## src/include/pefpc_pkg.sv

```systemverilog
// Overview of operation
// - an alternate function on a control pin overrides that pin's direction bit
// - normal single-chip reset: every control pin is general-purpose I/O
// - special single-chip reset: bus clock output on, others general-purpose I/O
// - normal expanded reset: only bus clock enabled; software enables the rest
// - special expanded reset: pipe status, bus clock, read/write, low strobe enabled
// - peripheral mode: function select register not accessible, writes ignored
// - select bits write once in normal modes; special ignores first write
// - data enable disable 1 makes pin 7 I/O, 0 makes it data enable
// - clock test routes to pin 6 only special expanded; pipe output overrides
// - pipe output enable puts queue status on pins 6,5; not single-chip
// - clock output disable stays 0 in expanded; once normal, free special single-chip
// - single-chip: pin 4 bus clock if not disabled and visibility or no stretch
// - strobe enable drives low strobe on pin 3; not single-chip or narrow normal
// - read/write enable drives pin 2 with read/write; not in single-chip
// - control pullup enable covers pins 7,3,2,1,0; pin 1 always; 6,5,4 never
// - pullups act only on input pins; pullup register absent in peripheral mode
// - bus port pullups inactive while that port carries address/data
// - reduced drive bits cover all output pins of a port regardless of function
// - drive register write once normal, first write ignored special, absent peripheral
// - one 16-bit write sets clock disable, visibility and stretch together
// - direction 1 output, 0 input; pins 1 and 0 never outputs
package pefpc_pkg;

  typedef enum logic [2:0] {
    MODE_NORM_SINGLE,
    MODE_SPEC_SINGLE,
    MODE_NORM_EXP_NARROW,
    MODE_NORM_EXP_WIDE,
    MODE_SPEC_EXP_NARROW,
    MODE_SPEC_EXP_WIDE,
    MODE_PERIPHERAL
  } pefpc_mode_e;

  // alternate-function values presented to the control port
  typedef struct packed {
    logic       data_en;
    logic [1:0] pipe_status;
    logic       clk_test;
    logic       bus_clk;
    logic       low_byte_strobe;
    logic       read_write;
  } pefpc_func_s;

  // register indices; byte address is four times the index
  localparam logic [7:0] IDX_FSEL   = 8'h0A;
  localparam logic [7:0] IDX_MODE   = 8'h0B;
  localparam logic [7:0] IDX_PULLUP = 8'h0C;
  localparam logic [7:0] IDX_DRIVE  = 8'h0D;

  // function select fields
  localparam int BIT_DATA_ENABLE_DISABLE = 7;
  localparam int BIT_CLOCK_TEST_OUTPUT_EN = 6;
  localparam int BIT_PIPE_OUTPUT_EN = 5;
  localparam int BIT_CLOCK_OUTPUT_DISABLE = 4;
  localparam int BIT_STROBE_ENABLE = 3;
  localparam int BIT_READ_WRITE_ENABLE = 2;
  localparam logic [7:0] FSEL_IMPL_MASK = 8'hFC;

  // mode register fields
  localparam int BIT_INTERNAL_VISIBILITY = 3;
  localparam int BIT_CLOCK_STRETCH = 0;

  // pullup and drive fields
  localparam int BIT_CTRL_PORT = 4;
  localparam int BIT_LOW_BUS_PORT = 1;
  localparam int BIT_HIGH_BUS_PORT = 0;

  // function select value after reset, per mode
  localparam logic [7:0] FSEL_RST_NORM_SINGLE = 8'h90;
  localparam logic [7:0] FSEL_RST_SPEC_SINGLE = 8'h80;
  localparam logic [7:0] FSEL_RST_NORM_EXP    = 8'h80;
  localparam logic [7:0] FSEL_RST_SPEC_EXP    = 8'hAC;
  localparam logic [7:0] FSEL_RST_PERIPHERAL  = 8'h00;
  localparam logic [7:0] MODE_RST             = 8'h00;
  localparam logic [7:0] PULLUP_RST           = 8'h10;
  localparam logic [7:0] DRIVE_RST            = 8'h00;

endpackage

```

## src/hdl/pefpc_write_once.sv

```systemverilog
`timescale 1ns/1ps
module pefpc_write_once (
  input  wire logic i_clk_sys,  // system clock
  input  wire logic i_rst_n,    // sync reset, active low
  input  wire logic i_wr,       // write attempt this cycle
  input  wire logic i_special,  // special mode in force
  output logic      o_accept    // attempt may update the register
);
  logic lock_ff;

  // normal: only first write lands; special: first write is swallowed
  assign o_accept = i_wr & (i_special ? lock_ff : ~lock_ff);

  // ---------------------------------------------------------------
  // lock flag
  // ---------------------------------------------------------------
  always_ff @(posedge i_clk_sys) begin
    if (!i_rst_n) begin
      lock_ff <= 1'b0;
    end else if (i_wr) begin
      lock_ff <= 1'b1;
    end
  end
endmodule

```

## src/hdl/pefpc_top.sv

```systemverilog
// The implementer's own choice: register access over APB.
`timescale 1ns/1ps
module pefpc_top #(
  parameter int ADDR_W = 12
) (
  input  wire logic              i_clk_sys,       // 50 MHz system clock
  input  wire logic              i_rst_n,         // sync reset, active low
  input  wire logic [2:0]        i_op_mode,       // operating mode, pefpc_mode_e
  // apb slave
  input  wire logic              i_psel,          // apb select
  input  wire logic              i_penable,       // apb enable
  input  wire logic              i_pwrite,        // apb direction
  input  wire logic [ADDR_W-1:0] i_paddr,         // apb byte address
  input  wire logic [31:0]       i_pwdata,        // apb write data
  input  wire logic [3:0]        i_pstrb,         // apb byte strobes
  output logic      [31:0]       o_prdata,        // apb read data
  output logic                   o_pready,        // apb ready
  output logic                   o_pslverr,       // apb error
  // control port core side
  input  wire pefpc_pkg::pefpc_func_s i_func,     // alternate function values
  input  wire logic [7:0]        i_ctrl_port_direction, // gpio direction
  input  wire logic [7:0]        i_ctrl_port_data,      // gpio output data
  input  wire logic [7:0]        i_high_bus_dir,  // high bus port direction
  input  wire logic [7:0]        i_low_bus_dir,   // low bus port direction
  // control port pads
  input  wire logic [7:0]        i_pe_in,         // pad input levels
  output logic      [7:0]        o_pe_out,        // pad output levels
  output logic      [7:0]        o_pe_oe,         // pad output enables
  output logic      [7:0]        o_pe_pullup,     // pad pullup enables
  output logic      [7:0]        o_ctrl_port_in,  // pad levels to core
  output logic      [7:0]        o_high_bus_pullup, // high bus port pullups
  output logic      [7:0]        o_low_bus_pullup,  // low bus port pullups
  output logic                   o_ctrl_port_low_drive, // reduced drive
  output logic                   o_high_bus_port_low_drive, // reduced drive
  output logic                   o_low_bus_port_low_drive   // reduced drive
);

  // ---------------------------------------------------------------
  // mode decode
  // ---------------------------------------------------------------
  pefpc_pkg::pefpc_mode_e mode;
  logic                   single_chip;
  logic                   special;
  logic                   peripheral;
  logic                   expanded;
  logic                   norm_narrow;

  assign mode        = pefpc_pkg::pefpc_mode_e'(i_op_mode);
  assign single_chip = (mode == pefpc_pkg::MODE_NORM_SINGLE) |
                       (mode == pefpc_pkg::MODE_SPEC_SINGLE);
  assign special     = (mode == pefpc_pkg::MODE_SPEC_SINGLE) |
                       (mode == pefpc_pkg::MODE_SPEC_EXP_NARROW) |
                       (mode == pefpc_pkg::MODE_SPEC_EXP_WIDE);
  assign peripheral  = (mode == pefpc_pkg::MODE_PERIPHERAL);
  assign expanded    = ~single_chip & ~peripheral;
  assign norm_narrow = (mode == pefpc_pkg::MODE_NORM_EXP_NARROW);

  function automatic logic [7:0] fsel_reset(input pefpc_pkg::pefpc_mode_e m);
    case (m)
      pefpc_pkg::MODE_NORM_SINGLE:     fsel_reset = pefpc_pkg::FSEL_RST_NORM_SINGLE;
      pefpc_pkg::MODE_SPEC_SINGLE:     fsel_reset = pefpc_pkg::FSEL_RST_SPEC_SINGLE;
      pefpc_pkg::MODE_NORM_EXP_NARROW: fsel_reset = pefpc_pkg::FSEL_RST_NORM_EXP;
      pefpc_pkg::MODE_NORM_EXP_WIDE:   fsel_reset = pefpc_pkg::FSEL_RST_NORM_EXP;
      pefpc_pkg::MODE_SPEC_EXP_NARROW: fsel_reset = pefpc_pkg::FSEL_RST_SPEC_EXP;
      pefpc_pkg::MODE_SPEC_EXP_WIDE:   fsel_reset = pefpc_pkg::FSEL_RST_SPEC_EXP;
      default:                         fsel_reset = pefpc_pkg::FSEL_RST_PERIPHERAL;
    endcase
  endfunction

  function automatic logic addr_is(input logic [ADDR_W-1:0] a, input logic [7:0] idx);
    addr_is = (a[1:0] == 2'h0) && (a[ADDR_W-1:2] == {{(ADDR_W-10){1'b0}}, idx});
  endfunction

  // ---------------------------------------------------------------
  // apb decode
  // ---------------------------------------------------------------
  logic hit_fsel;
  logic hit_mode;
  logic hit_pullup;
  logic hit_drive;
  logic mapped;
  logic setup_phase;
  logic wr_commit;

  // peripheral mode removes all four registers from the map
  assign hit_fsel    = addr_is(i_paddr, pefpc_pkg::IDX_FSEL) & ~peripheral;
  assign hit_mode    = addr_is(i_paddr, pefpc_pkg::IDX_MODE) & ~peripheral;
  assign hit_pullup  = addr_is(i_paddr, pefpc_pkg::IDX_PULLUP) & ~peripheral;
  assign hit_drive   = addr_is(i_paddr, pefpc_pkg::IDX_DRIVE) & ~peripheral;
  assign mapped      = hit_fsel | hit_mode | hit_pullup | hit_drive;
  assign setup_phase = i_psel & ~i_penable;
  assign wr_commit   = i_psel & i_penable & o_pready & i_pwrite & mapped;

  logic wr_fsel_lo;
  logic wr_fsel_hi;
  logic wr_mode;
  logic wr_pullup;
  logic wr_drive;

  // upper byte of the function select word aliases the mode byte
  assign wr_fsel_lo = wr_commit & hit_fsel & i_pstrb[0];
  assign wr_fsel_hi = wr_commit & hit_fsel & i_pstrb[1];
  assign wr_mode    = (wr_commit & hit_mode & i_pstrb[0]) | wr_fsel_hi;
  assign wr_pullup  = wr_commit & hit_pullup & i_pstrb[0];
  assign wr_drive   = wr_commit & hit_drive & i_pstrb[0];

  logic [7:0] mode_wdata;
  assign mode_wdata = hit_fsel ? i_pwdata[15:8] : i_pwdata[7:0];

  // ---------------------------------------------------------------
  // write-once gates
  // ---------------------------------------------------------------
  logic fsel_accept;
  logic drive_accept;

  pefpc_write_once u_fsel_once (
    .i_clk_sys (i_clk_sys),
    .i_rst_n   (i_rst_n),
    .i_wr      (wr_fsel_lo),
    .i_special (special),
    .o_accept  (fsel_accept)
  );

  pefpc_write_once u_drive_once (
    .i_clk_sys (i_clk_sys),
    .i_rst_n   (i_rst_n),
    .i_wr      (wr_drive),
    .i_special (special),
    .o_accept  (drive_accept)
  );

  // ---------------------------------------------------------------
  // registers
  // ---------------------------------------------------------------
  logic [7:0] fsel_ff;
  logic [7:0] mode_reg_ff;
  logic [7:0] pullup_ff;
  logic [7:0] drive_ff;
  logic [7:0] nxt_fsel;
  logic       clk_dis_accept;

  // clock disable: held 0 expanded, once normal single, free special single
  always_comb begin
    if (expanded) begin
      clk_dis_accept = 1'b0;
    end else if (mode == pefpc_pkg::MODE_SPEC_SINGLE) begin
      clk_dis_accept = wr_fsel_lo;
    end else begin
      clk_dis_accept = fsel_accept;
    end
  end

  always_comb begin
    nxt_fsel = fsel_ff;
    if (fsel_accept) begin
      nxt_fsel = i_pwdata[7:0] & pefpc_pkg::FSEL_IMPL_MASK;
    end
    nxt_fsel[pefpc_pkg::BIT_CLOCK_OUTPUT_DISABLE] = expanded ? 1'b0 :
      (clk_dis_accept ? i_pwdata[pefpc_pkg::BIT_CLOCK_OUTPUT_DISABLE] :
       fsel_ff[pefpc_pkg::BIT_CLOCK_OUTPUT_DISABLE]);
  end

  always_ff @(posedge i_clk_sys) begin
    if (!i_rst_n) begin
      fsel_ff <= fsel_reset(mode);
    end else begin
      fsel_ff <= nxt_fsel;
    end
  end

  always_ff @(posedge i_clk_sys) begin
    if (!i_rst_n) begin
      mode_reg_ff <= pefpc_pkg::MODE_RST;
    end else if (wr_mode) begin
      mode_reg_ff <= mode_wdata & 8'h09;
    end
  end

  always_ff @(posedge i_clk_sys) begin
    if (!i_rst_n) begin
      pullup_ff <= pefpc_pkg::PULLUP_RST;
    end else if (wr_pullup) begin
      pullup_ff <= i_pwdata[7:0] & 8'h13;
    end
  end

  always_ff @(posedge i_clk_sys) begin
    if (!i_rst_n) begin
      drive_ff <= pefpc_pkg::DRIVE_RST;
    end else if (drive_accept) begin
      drive_ff <= i_pwdata[7:0] & 8'h13;
    end
  end

  // ---------------------------------------------------------------
  // apb answer: data ready at access phase, no wait states
  // ---------------------------------------------------------------
  logic [31:0] rd_mux;

  always_comb begin
    rd_mux = 32'h0000_0000;
    if (hit_fsel) begin
      rd_mux = {16'h0000, mode_reg_ff, fsel_ff};
    end else if (hit_mode) begin
      rd_mux = {24'h000000, mode_reg_ff};
    end else if (hit_pullup) begin
      rd_mux = {24'h000000, pullup_ff};
    end else if (hit_drive) begin
      rd_mux = {24'h000000, drive_ff};
    end
  end

  always_ff @(posedge i_clk_sys) begin
    if (!i_rst_n) begin
      o_pready  <= 1'b0;
      o_prdata  <= 32'h0000_0000;
      o_pslverr <= 1'b0;
    end else if (setup_phase) begin
      o_pready  <= 1'b1;
      o_prdata  <= i_pwrite ? 32'h0000_0000 : rd_mux;
      o_pslverr <= ~mapped;
    end else begin
      o_pready  <= 1'b0;
      o_prdata  <= 32'h0000_0000;
      o_pslverr <= 1'b0;
    end
  end

  // ---------------------------------------------------------------
  // pin function selection
  // ---------------------------------------------------------------
  logic sel_data_en;
  logic sel_pipe;
  logic sel_clk_test;
  logic sel_bus_clk;
  logic sel_strobe;
  logic sel_rw;
  logic clk_off;

  assign clk_off      = fsel_ff[pefpc_pkg::BIT_CLOCK_OUTPUT_DISABLE];
  assign sel_data_en  = ~fsel_ff[pefpc_pkg::BIT_DATA_ENABLE_DISABLE];
  assign sel_pipe     = fsel_ff[pefpc_pkg::BIT_PIPE_OUTPUT_EN] & ~single_chip;
  // test clock is only honoured in special expanded, and pipe wins
  assign sel_clk_test = fsel_ff[pefpc_pkg::BIT_CLOCK_TEST_OUTPUT_EN] & special & expanded &
                        ~sel_pipe;
  assign sel_bus_clk  = single_chip ?
                        (~clk_off & (mode_reg_ff[pefpc_pkg::BIT_INTERNAL_VISIBILITY] |
                                     ~mode_reg_ff[pefpc_pkg::BIT_CLOCK_STRETCH])) :
                        (~clk_off & expanded);
  assign sel_strobe   = fsel_ff[pefpc_pkg::BIT_STROBE_ENABLE] & expanded & ~norm_narrow;
  assign sel_rw       = fsel_ff[pefpc_pkg::BIT_READ_WRITE_ENABLE] & expanded;

  logic [7:0] alt_sel;
  logic [7:0] alt_val;
  logic [7:0] nxt_out;
  logic [7:0] nxt_oe;
  logic [7:0] is_input;

  always_comb begin
    alt_sel    = 8'h00;
    alt_val    = 8'h00;
    alt_sel[7] = sel_data_en;
    alt_val[7] = i_func.data_en;
    alt_sel[6] = sel_pipe | sel_clk_test;
    alt_val[6] = sel_pipe ? i_func.pipe_status[1] : i_func.clk_test;
    alt_sel[5] = sel_pipe;
    alt_val[5] = i_func.pipe_status[0];
    alt_sel[4] = sel_bus_clk;
    alt_val[4] = i_func.bus_clk;
    alt_sel[3] = sel_strobe;
    alt_val[3] = i_func.low_byte_strobe;
    alt_sel[2] = sel_rw;
    alt_val[2] = i_func.read_write;
  end

  always_comb begin
    // alternate function overrides direction; interrupt pins stay inputs
    nxt_oe      = alt_sel | (i_ctrl_port_direction & ~alt_sel);
    nxt_oe[1:0] = 2'h0;
    nxt_out     = (alt_sel & alt_val) | (~alt_sel & i_ctrl_port_data);
    nxt_out[1:0] = 2'h0;
    is_input    = ~nxt_oe;
  end

  always_ff @(posedge i_clk_sys) begin
    if (!i_rst_n) begin
      o_pe_out       <= 8'h00;
      o_pe_oe        <= 8'h00;
      o_ctrl_port_in <= 8'h00;
    end else begin
      o_pe_out       <= nxt_out;
      o_pe_oe        <= nxt_oe;
      o_ctrl_port_in <= i_pe_in;
    end
  end

  // ---------------------------------------------------------------
  // pullups and drive
  // ---------------------------------------------------------------
  logic [7:0] nxt_pe_pull;
  logic       ctrl_pull_en;
  logic       bus_ports_busy;

  assign ctrl_pull_en   = pullup_ff[pefpc_pkg::BIT_CTRL_PORT];
  assign bus_ports_busy = ~single_chip;  // address/data bus in expanded and peripheral

  always_comb begin
    nxt_pe_pull    = {8{ctrl_pull_en}} & 8'h8D & is_input;
    nxt_pe_pull[1] = 1'b1;
  end

  always_ff @(posedge i_clk_sys) begin
    if (!i_rst_n) begin
      o_pe_pullup       <= 8'h00;
      o_high_bus_pullup <= 8'h00;
      o_low_bus_pullup  <= 8'h00;
    end else begin
      o_pe_pullup       <= nxt_pe_pull;
      o_high_bus_pullup <= {8{pullup_ff[pefpc_pkg::BIT_HIGH_BUS_PORT] & ~bus_ports_busy}} &
                           ~i_high_bus_dir;
      o_low_bus_pullup  <= {8{pullup_ff[pefpc_pkg::BIT_LOW_BUS_PORT] & ~bus_ports_busy}} &
                           ~i_low_bus_dir;
    end
  end

  // reduced drive is per port and blind to pin function
  always_ff @(posedge i_clk_sys) begin
    if (!i_rst_n) begin
      o_ctrl_port_low_drive     <= 1'b0;
      o_high_bus_port_low_drive <= 1'b0;
      o_low_bus_port_low_drive  <= 1'b0;
    end else begin
      o_ctrl_port_low_drive     <= drive_ff[pefpc_pkg::BIT_CTRL_PORT];
      o_high_bus_port_low_drive <= drive_ff[pefpc_pkg::BIT_HIGH_BUS_PORT];
      o_low_bus_port_low_drive  <= drive_ff[pefpc_pkg::BIT_LOW_BUS_PORT];
    end
  end

  // strobe pin tagging by an external debugger arrives on i_pe_in[3]
  // and is passed to the core unchanged

endmodule

```

## config.mk

```make
export PLATFORM = sky130hd
export DESIGN_NAME = pefpc_top
export DESIGN_NICKNAME = d
export VERILOG_FILES = /design/src/include/pefpc_pkg.sv /design/src/hdl/pefpc_write_once.sv /design/src/hdl/pefpc_top.sv
export SDC_FILE = /design/constraint.sdc
export NUM_CORES = 1
export LEC_CHECK = 0
export BUFFER_PORTS_ARGS = -buffer_cell sky130_fd_sc_hd__buf_2
export CORE_AREA = 2 2 86 88
export DETAILED_ROUTE_END_ITERATION = 7
export DIE_AREA = 0 0 88 90
export PLACE_DENSITY_LB_ADDON = 0.05
export SLEW_MARGIN = 10
export SYNTH_ARGS = -nofsm -noshare
export SYNTH_HDL_FRONTEND = slang
export SYNTH_SLANG_ARGS = --single-unit
```

## constraint.sdc

```tcl
create_clock -name i_clk_sys -period 2.3 [get_ports i_clk_sys]
set_clock_uncertainty 0.1 [all_clocks]
set_input_delay 0.46 -clock i_clk_sys [delete_from_list [all_inputs] [get_ports i_clk_sys]]
set_output_delay 0.46 -clock i_clk_sys [all_outputs]
set_load 0.01 [all_outputs]
```

==> metrics.cfg, run 1 <==
[floorplanning]
floorplan.initialDensity_pct = 40.78
die_h_um = 90
floorplan.die_area_sq_um = 7920
die_w_um = 88
coreArea_sq_um = 7020
placementRows = 31
io_pins = 188

[setup_path]
r2r_endpoint = drive_ff[0]
timing.critical_path.slowest_cell_delay_ns = 0.35
setup.worst_path.class = in -> reg
timing.rr.start = o_pready
crit_path_max_fanout = 6
cp_max_stage_cell = nor4_4
setup.reg_to_reg.worst_slack_ns = 0.70
reg2reg_depth = 4
crit_buf_inv = 1
critical_path.cell_chain = buf_2 -> nor4_4 -> and4_1 -> nand4b_4 -> nand2_1
worst_setup_path_start_kind = primary input
crit_path_end_kind = register
critical_path_arrival_ns = 1.66
timing.critical_path.required_ns = 2.24
critical-path-top-delay-family = simple AND/OR/NAND/NOR gates

[finish]
area_growth_syn_to_layout_pct = 31.03
nets = 525
diodes = 0
drive_gt1_share_pct = 39.58

[placed_design]
port_buffers = 130
globalplace.congestion = 0.7662
dp_hpwl_mm = 4.957
dp_slack_ns = 0.2026

[clocking]
cts_hold_repair.buffers = 0
cts_max_path_buffers = 2
clock_tree.htree_level_count = 3
ctsResizeCount = 0
clk_pin_slew_ns = 0.08
tritoncts_clock_tree = done
clock_sink_count = 72
clk-insertion-delay-late_ns = 0.35
cts_setup_buffers = 0
cts_root_buf = clkbuf_8
cts-buffers-inserted = 9

[timing]
fin_hold_ws_ns = 0.1547
post-route-period-util_pct = 74.70
fmaxAchievable_mhz = 582.0
setup_repair_after_global_routing_missed_its_margin = false
timing.setup.tns_ns = 0
number_of_pins_exceeding_their_max_slew_limit_in_the_final_report = 0
hold_viol_final = 0
finalWorstPathRequiredPeriod_ns = 1.718
report.final.setup_viol = 0
worst_setup_slack_final_ns = 0.5819

[global_route]
antenna_found_initial = 0
grt_start_max_net_pins = 17
first_global_vias = 2099
grt_usage_pct = 16.78
gr-total-overflow = 0
first_pass_grt_wire_length_mm = 10.22

[routing]
drt-total-wl_mm = 6.376
drc = 0
vias = 2283
drtPass1Iterations = 4
route.antenna.remaining_nets = 0
drt_first_iter_violations = 53
via_density = 4.340
drt_wl_cell_um = 12.12

[synth]
synth.cells.most_frequent = dfxtp_1 (66), nor2_1 (35), buf_4 (29)
synth-edff-count = 6
synth_seq_area_share_pct = 52.45
mapped_cell_area_sq_um = 2863
post_synth.cell_area_avg_sq_um = 10.01
yosys.cell_count.top_type = dfxtp_1
asyncSetResetFlopFracSynth_pct = 0
yosys-top-cells-area = dfxtp_1 (46%), buf_4 (7.6%), edfxtp_1 (6.3%)
netlist_instances = 286
post_synth_num_cell_types = 52
synthDominantCellAreaShare_pct = 46.15
ys_warn_count = 0
postSynth.topFlopCell = dfxtp_1
synth_seq_cells = 72
post_synthesis_cell_type_with_the_largest_combined_area = dfxtp_1

[worst_hold_path]
worstHoldPathCells = 2
hold_class = in -> reg
worst_hold_path.endpoint = o_high_bus_pullup[0]
launch_instance_of_the_worst_min_delay_path = i_high_bus_dir[0]

[power_and_ir_drop]
combinational_fraction_of_design_power_pct = 9.1
power-per-cell-area_nw_per_um2 = 729.9
netSwitchingFraction_pct = 23.46
worst_case_vdd_ir_drop_uv = 313.2
clkPwrFrac_pct = 42.9
p_sw_uw = 642.3
static-leakage-power_uw = 0.001891
power.sequential.fraction_pct = 48.0
power.internal_uw = 2095

[run]
drv_cap = 0

[status]
outcome = completed

[power groups by stage]
stage	logic, uW	clock network, uW	registers (uW)
after global routing	277	1270	1320
final	248	1180	1310
after global placement	248	0	1340
after CTS	251	1200	1310
after detailed placement	250	0	1340
after floorplan	148	0	1360
[cell type report]
cell class | instances | area, sq um
multi-input combinational | 197 | 1177
timing repair buffer | 134 | 680.7
inverter | 8 | 30.03
clock inverter | 5 | 85.08
sequential | 72 | 1501
fill | 663 | 3269
clock buffer | 11 | 152.6
tap | 99 | 123.9
[cell families (layout without fill, tap and decap cells)]
family	Yosys count	after routing	synth area share, %
and+or+nand+nor	122	122	24.56
DFF	72	72	52.45
buffers and inverters	45	158	10.10
AOI/OAI and AO/OA	31	31	7.518
muxes	13	13	4.633
xor gates and xnor gates	2	2	0.6120
other	1	29	0.1310
[state kept, by name, indices dropped and copies added, names as in the netlist, 2 cells and up]
name,count
o_pe_pullup,5
drive_ff,3
pullup_ff,3
o_pe_out,6
mode_reg_ff,2
fsel_ff,6
o_ctrl_port_in,8
o_pe_oe,6
o_low_bus_pullup,8
o_prdata,10
o_high_bus_pullup,8
[how the worst max path moves through the flow]
stage | start | slack [ns] | endpoint | depth (start not counted)
3_3_place_gp | i_paddr[9] | 0.22 | fsel_ff[5] | 5
3_5_place_dp | i_paddr[9] | 0.20 | fsel_ff[5] | 5
6_report | i_paddr[9] | 0.58 | fsel_ff[7] | 5
5_1_grt | i_paddr[9] | 0.45 | fsel_ff[7] | 5
4_1_cts | i_paddr[9] | 0.57 | fsel_ff[7] | 5
2_1_floorplan | i_paddr[9] | 0.40 | fsel_ff[2] | 5
[cells in the final DEF (no fill, tap or decap), types with 2 or more instances in the layout]
| cell type | instances |
|---|---|
| o21ai_2 | 3 |
| nand4_1 | 2 |
| dfxtp_1 | 66 |
| mux2_2 | 2 |
| and3b_1 | 2 |
| nand2_1 | 24 |
| buf_4 | 4 |
| nand3_1 | 13 |
| and2_1 | 17 |
| inv_6 | 2 |
| and4_2 | 2 |
| buf_2 | 130 |
| inv_1 | 7 |
| nor3_1 | 2 |
| bufinv_16 | 2 |
| edfxtp_1 | 6 |
| clkbuf_8 | 9 |
| conb_1 | 29 |
| nor2_1 | 35 |
| o21a_1 | 2 |
| nor2b_1 | 3 |
| and4_1 | 2 |
| nand2b_1 | 2 |
| mux2i_1 | 11 |
| nand3b_1 | 3 |
| a21oi_1 | 13 |
| a311oi_1 | 2 |
| o21ai_0 | 4 |
| o2bb2ai_2 | 2 |
[through the flow]
| step | instances | instance area [sq um] | power, uW | utilization (%) |
|---|---|---|---|---|
| floorplan | 314 | 2968 | 1506 | - |
| global placement | 510 | 3513 | 1592 | 50.04 |
| detailed placement | 510 | 3513 | 1594 | 50.04 |
| CTS | 526 | 3751 | 2763 | 53.43 |
| global route | 526 | 3751 | 2861 | 53.43 |
| finish | 526 | 3751 | 2738 | 53.43 |
[per-layer routing]
layer / part of all wire (%) / vias to the layer above / GRT usage, % / wire, um
met5: 0 / - / 0 / 0
met4: 1.5 / 0 / 6.154 / 95
met3: 8.8 / 5 / 5.510 / 558
met2: 46 / 106 / 25.88 / 2920
met1: 44 / 999 / 21.69 / 2802
li1: - / 1173 / - / -
(Power assumes the default switching activity.)
==> inputs of run 2 (changes only) <==
--- a/config.mk
+++ b/config.mk
@@ -5,10 +5,11 @@
 export SDC_FILE = /design/constraint.sdc
 export NUM_CORES = 1
 export LEC_CHECK = 0
+export ABC_AREA = 1
 export BUFFER_PORTS_ARGS = -buffer_cell sky130_fd_sc_hd__buf_2
-export CORE_AREA = 2 2 86 88
+export CORE_AREA = 2 2 93 95
 export DETAILED_ROUTE_END_ITERATION = 7
-export DIE_AREA = 0 0 88 90
+export DIE_AREA = 0 0 95 97
 export PLACE_DENSITY_LB_ADDON = 0.05
 export SLEW_MARGIN = 10
 export SYNTH_ARGS = -nofsm -noshare
==> constraint.sdc (replaced) <==
create_clock -name i_clk_sys -period 1.4 [get_ports i_clk_sys]
set_clock_uncertainty 0.1 [all_clocks]
set_input_delay 0.28 -clock i_clk_sys [delete_from_list [all_inputs] [get_ports i_clk_sys]]
set_output_delay 0.28 -clock i_clk_sys [all_outputs]
set_load 0.01 [all_outputs]
==> run 2 against run 1 <==
Non-clock buffer count rose by 62. Synthesized area rose by 8.3%. Sequential power rose by 64%. Flip-flop and latch count did not move. Via count rose by 29%. Count of clock-buffer cells in the layout rose by 1. Clock power rose by 37%. Die area rose by 16%. Critical path type is now reg -> reg. Highest routed layer unchanged.
==> metrics.cfg, run 2 <==
[synth]
post_synthesis_cell_type_with_the_largest_combined_area = dfxtp_1  ; unchanged
netlist_instances = 391  ; was 286
synth-edff-count = 6  ; unchanged
ys_warn_count = 0  ; unchanged
mapped_cell_area_sq_um = 3102  ; was 2863 sq um
yosys-top-cells-area = dfxtp_1 (43%), nor2_1 (9.6%), buf_4 (7.0%)  ; was dfxtp_1 (46%), buf_4 (7.6%), edfxtp_1 (6.3%)
post_synth.cell_area_avg_sq_um = 7.933  ; was 10.01 sq um
synthDominantCellAreaShare_pct = 42.60  ; was 46.15%
synth_seq_cells = 72  ; unchanged
synth_seq_area_share_pct = 48.41  ; was 52.45%
postSynth.topFlopCell = dfxtp_1  ; unchanged
yosys.cell_count.top_type = nor2_1  ; was dfxtp_1
synth.cells.most_frequent = nor2_1 (79), dfxtp_1 (66), inv_1 (52), nand2_1 (52), buf_4 (29)  ; was dfxtp_1 (66), nor2_1 (35), buf_4 (29)
post_synth_num_cell_types = 33  ; was 52
asyncSetResetFlopFracSynth_pct = 0  ; unchanged

[power_and_ir_drop]
clkPwrFrac_pct = 37.3  ; was 42.9%
power.internal_uw = 3234  ; was 2095 uW
netSwitchingFraction_pct = 25.27  ; was 23.46%
worst_case_vdd_ir_drop_uv = 561.8  ; was 313.2 uV
power.sequential.fraction_pct = 49.8  ; was 48.0%
static-leakage-power_uw = 0.002406  ; was 0.001891 uW
p_sw_uw = 1094  ; was 642.3 uW
power-per-cell-area_nw_per_um2 = 934.7  ; was 729.9 nW/um^2
finalPower_uw = 4327  ; was 2738 uW
combinational_fraction_of_design_power_pct = 12.9  ; was 9.1%

[global_route]
gr-total-overflow = 0  ; unchanged
first_pass_grt_wire_length_mm = 12.50  ; was 10.22 mm
grt_start_max_net_pins = 24  ; was 17
first_global_vias = 2836  ; was 2099
antenna_found_initial = 0  ; unchanged
grt_usage_pct = 17.27  ; was 16.78%

[routing]
drt-total-wl_mm = 7.880  ; was 6.376 mm
via_density = 4.210  ; was 4.340
drc = 0  ; unchanged
drtPass1Iterations = 4  ; unchanged
drt_wl_cell_um = 11.27  ; was 12.12 um
route.antenna.remaining_nets = 0  ; unchanged
vias = 2943  ; was 2283
drt_first_iter_violations = 64  ; was 53

[finish]
mostFrequentLayoutCells = buf_2 (130), nor2_1 (74), dfxtp_1 (65), inv_1 (50), nand2_1 (50)  ; was buf_2 (130), dfxtp_1 (66), nor2_1 (35), conb_1 (29), nand2_1 (24)
max_flop_register = o_prdata  ; unchanged
area_growth_syn_to_layout_pct = 49.25  ; was 31.03%
diodes = 0  ; unchanged
final_cells = 699  ; was 526
layout_commonest_cell = buf_2  ; unchanged
fillCellCount = 793  ; was 663
design_area_sq_um = 4629  ; was 3751 sq um
largest_register_ffs = 10  ; unchanged
nets = 693  ; was 525
final_util_pct = 56.91  ; was 53.43%
drive_gt1_share_pct = 40.57  ; was 39.58%

[placed_design]
post_place_cell_area_sq_um = 4080  ; was 3513 sq um
globalplace.congestion = 0.7965  ; was 0.7662
port_buffers = 130  ; unchanged
dp_cells = 659  ; was 510
dp_hpwl_mm = 5.931  ; was 4.957 mm

[setup_path]
timing.critical_path.required_ns = 1.36  ; was 2.24 ns
crit_path_max_fanout = 5  ; was 6
setup.worst_path.class = reg -> reg  ; was in -> reg
crit_path_end_kind = register  ; unchanged
worst_setup_path_start_kind = register  ; was primary input
critical_path_arrival_ns = 1.35  ; was 1.66 ns

[status]
outcome = completed  ; unchanged

[clocking]
clock_tree.htree_level_count = 3  ; unchanged
tritoncts_clock_tree = done  ; unchanged
cts-buffers-inserted = 9  ; unchanged
clk_pin_slew_ns = 0.08  ; about the same
cts_max_path_buffers = 2  ; unchanged
clock_sink_count = 72  ; unchanged
cts_root_buf = clkbuf_8  ; unchanged
clk-insertion-delay-late_ns = 0.34  ; was 0.35 ns

[timing]
finalWorstPathRequiredPeriod_ns = 1.393
hold_viol_final = 0  ; unchanged
report.final.setup_viol = 0  ; unchanged
fmaxAchievable_mhz = 717.7
setup_repair_after_global_routing_missed_its_margin = true  ; was false
timing.setup.tns_ns = 0  ; unchanged
post-route-period-util_pct = 99.53
number_of_pins_exceeding_their_max_slew_limit_in_the_final_report = 0  ; unchanged

[floorplanning]
die_w_um = 95  ; was 88 um
placementRows = 33  ; was 31
die_h_um = 97  ; was 90 um
io_pins = 188  ; unchanged
floorplan.die_area_sq_um = 9215  ; was 7920 sq um
floorplan.initialDensity_pct = 38.13  ; was 40.78%
coreArea_sq_um = 8134  ; was 7020 sq um

[worst_hold_path]
hold_class = in -> reg  ; unchanged

[run]
drv_cap = 0  ; unchanged

==> run 2: path summary, 6_finish.rpt <==
path	start	end	slack, ns	depth (start not counted)
max	o_pready	fsel_ff[6]	0.007	7
min	i_pe_in[6]	o_ctrl_port_in[6]	0.02	3
max reg2reg	o_pready	fsel_ff[6]	0.007	7
min reg2reg	drive_ff[1]	o_low_bus_port_low_drive	0.35	2
==> run 2: kinds of logic (layout without fill, tap and decap cells) <==
group | after synthesis | after routing | share of synthesized area, %
AND/OR/NAND/NOR | 190 | 190 | 29.08
buffers and inverters | 95 | 270 | 15.29
flip-flops | 72 | 72 | 48.41
AO/OA/AOI/OAI | 31 | 31 | 6.051
XOR/XNOR | 2 | 2 | 1.049
other | 1 | 29 | 0.1209
==> run 2: final cells by class <==
type | count | area, sq um | area share (%)
clock buffer | 12 | 176.4 | 3.811
clock inverter | 3 | 23.77 | 0.5135
inverter | 59 | 224.0 | 4.838
multi-input combinational | 252 | 1345 | 29.05
sequential | 72 | 1503 | 32.46
tap | 105 | 131.4 | 2.838
timing repair buffer | 196 | 1226 | 26.49
==> run 2: layer usage <==
layer  part of all wire [%]  global-route usage, %
met2                     48                  29.30
met4                   0.90                  5.686
met3                    6.7                  4.517
met1                     44                  21.00
met5                      0                      0
==> run 2: power groups by stage <==
stage	clock network, uW	registers [uW]	logic, uW
floorplan	0	2230	279
CTS	1680	2150	554
global route	1780	2160	622
detailed placement	0	2200	500
finish	1620	2150	558
global placement	0	2200	498
==> run 2: critical path: stages, from the launching register on <==
cell and delay (ns):
dfxtp_2 0.34, nand3_2 0.06, nor2_2 0.09, buf_6 0.13
inv_4 0.04, nor2_4 0.15, nand3_2 0.11, nand2_4 0.10
==> run 2: what timing repair did <==
action | in CTS | in global routing
endpoints found under the hold margin | 23 | 0
setup endpoints to repair | 9 | 21
gates resized for setup | 11 | 16
buffers inserted | 4 | 0
pin swaps | 6 | 11
hold buffers | 23 | 0
==> run 2: metrics by stage <==
step                hold slack [ns]  worst slack [ns]
floorplan                    0.2077          -0.07543
global placement             0.3358           -0.2854
detailed placement           0.3377           -0.3200
CTS                       0.0002767          -0.04129
global route               0.004634          -0.06887
finish                      0.01522          0.006636
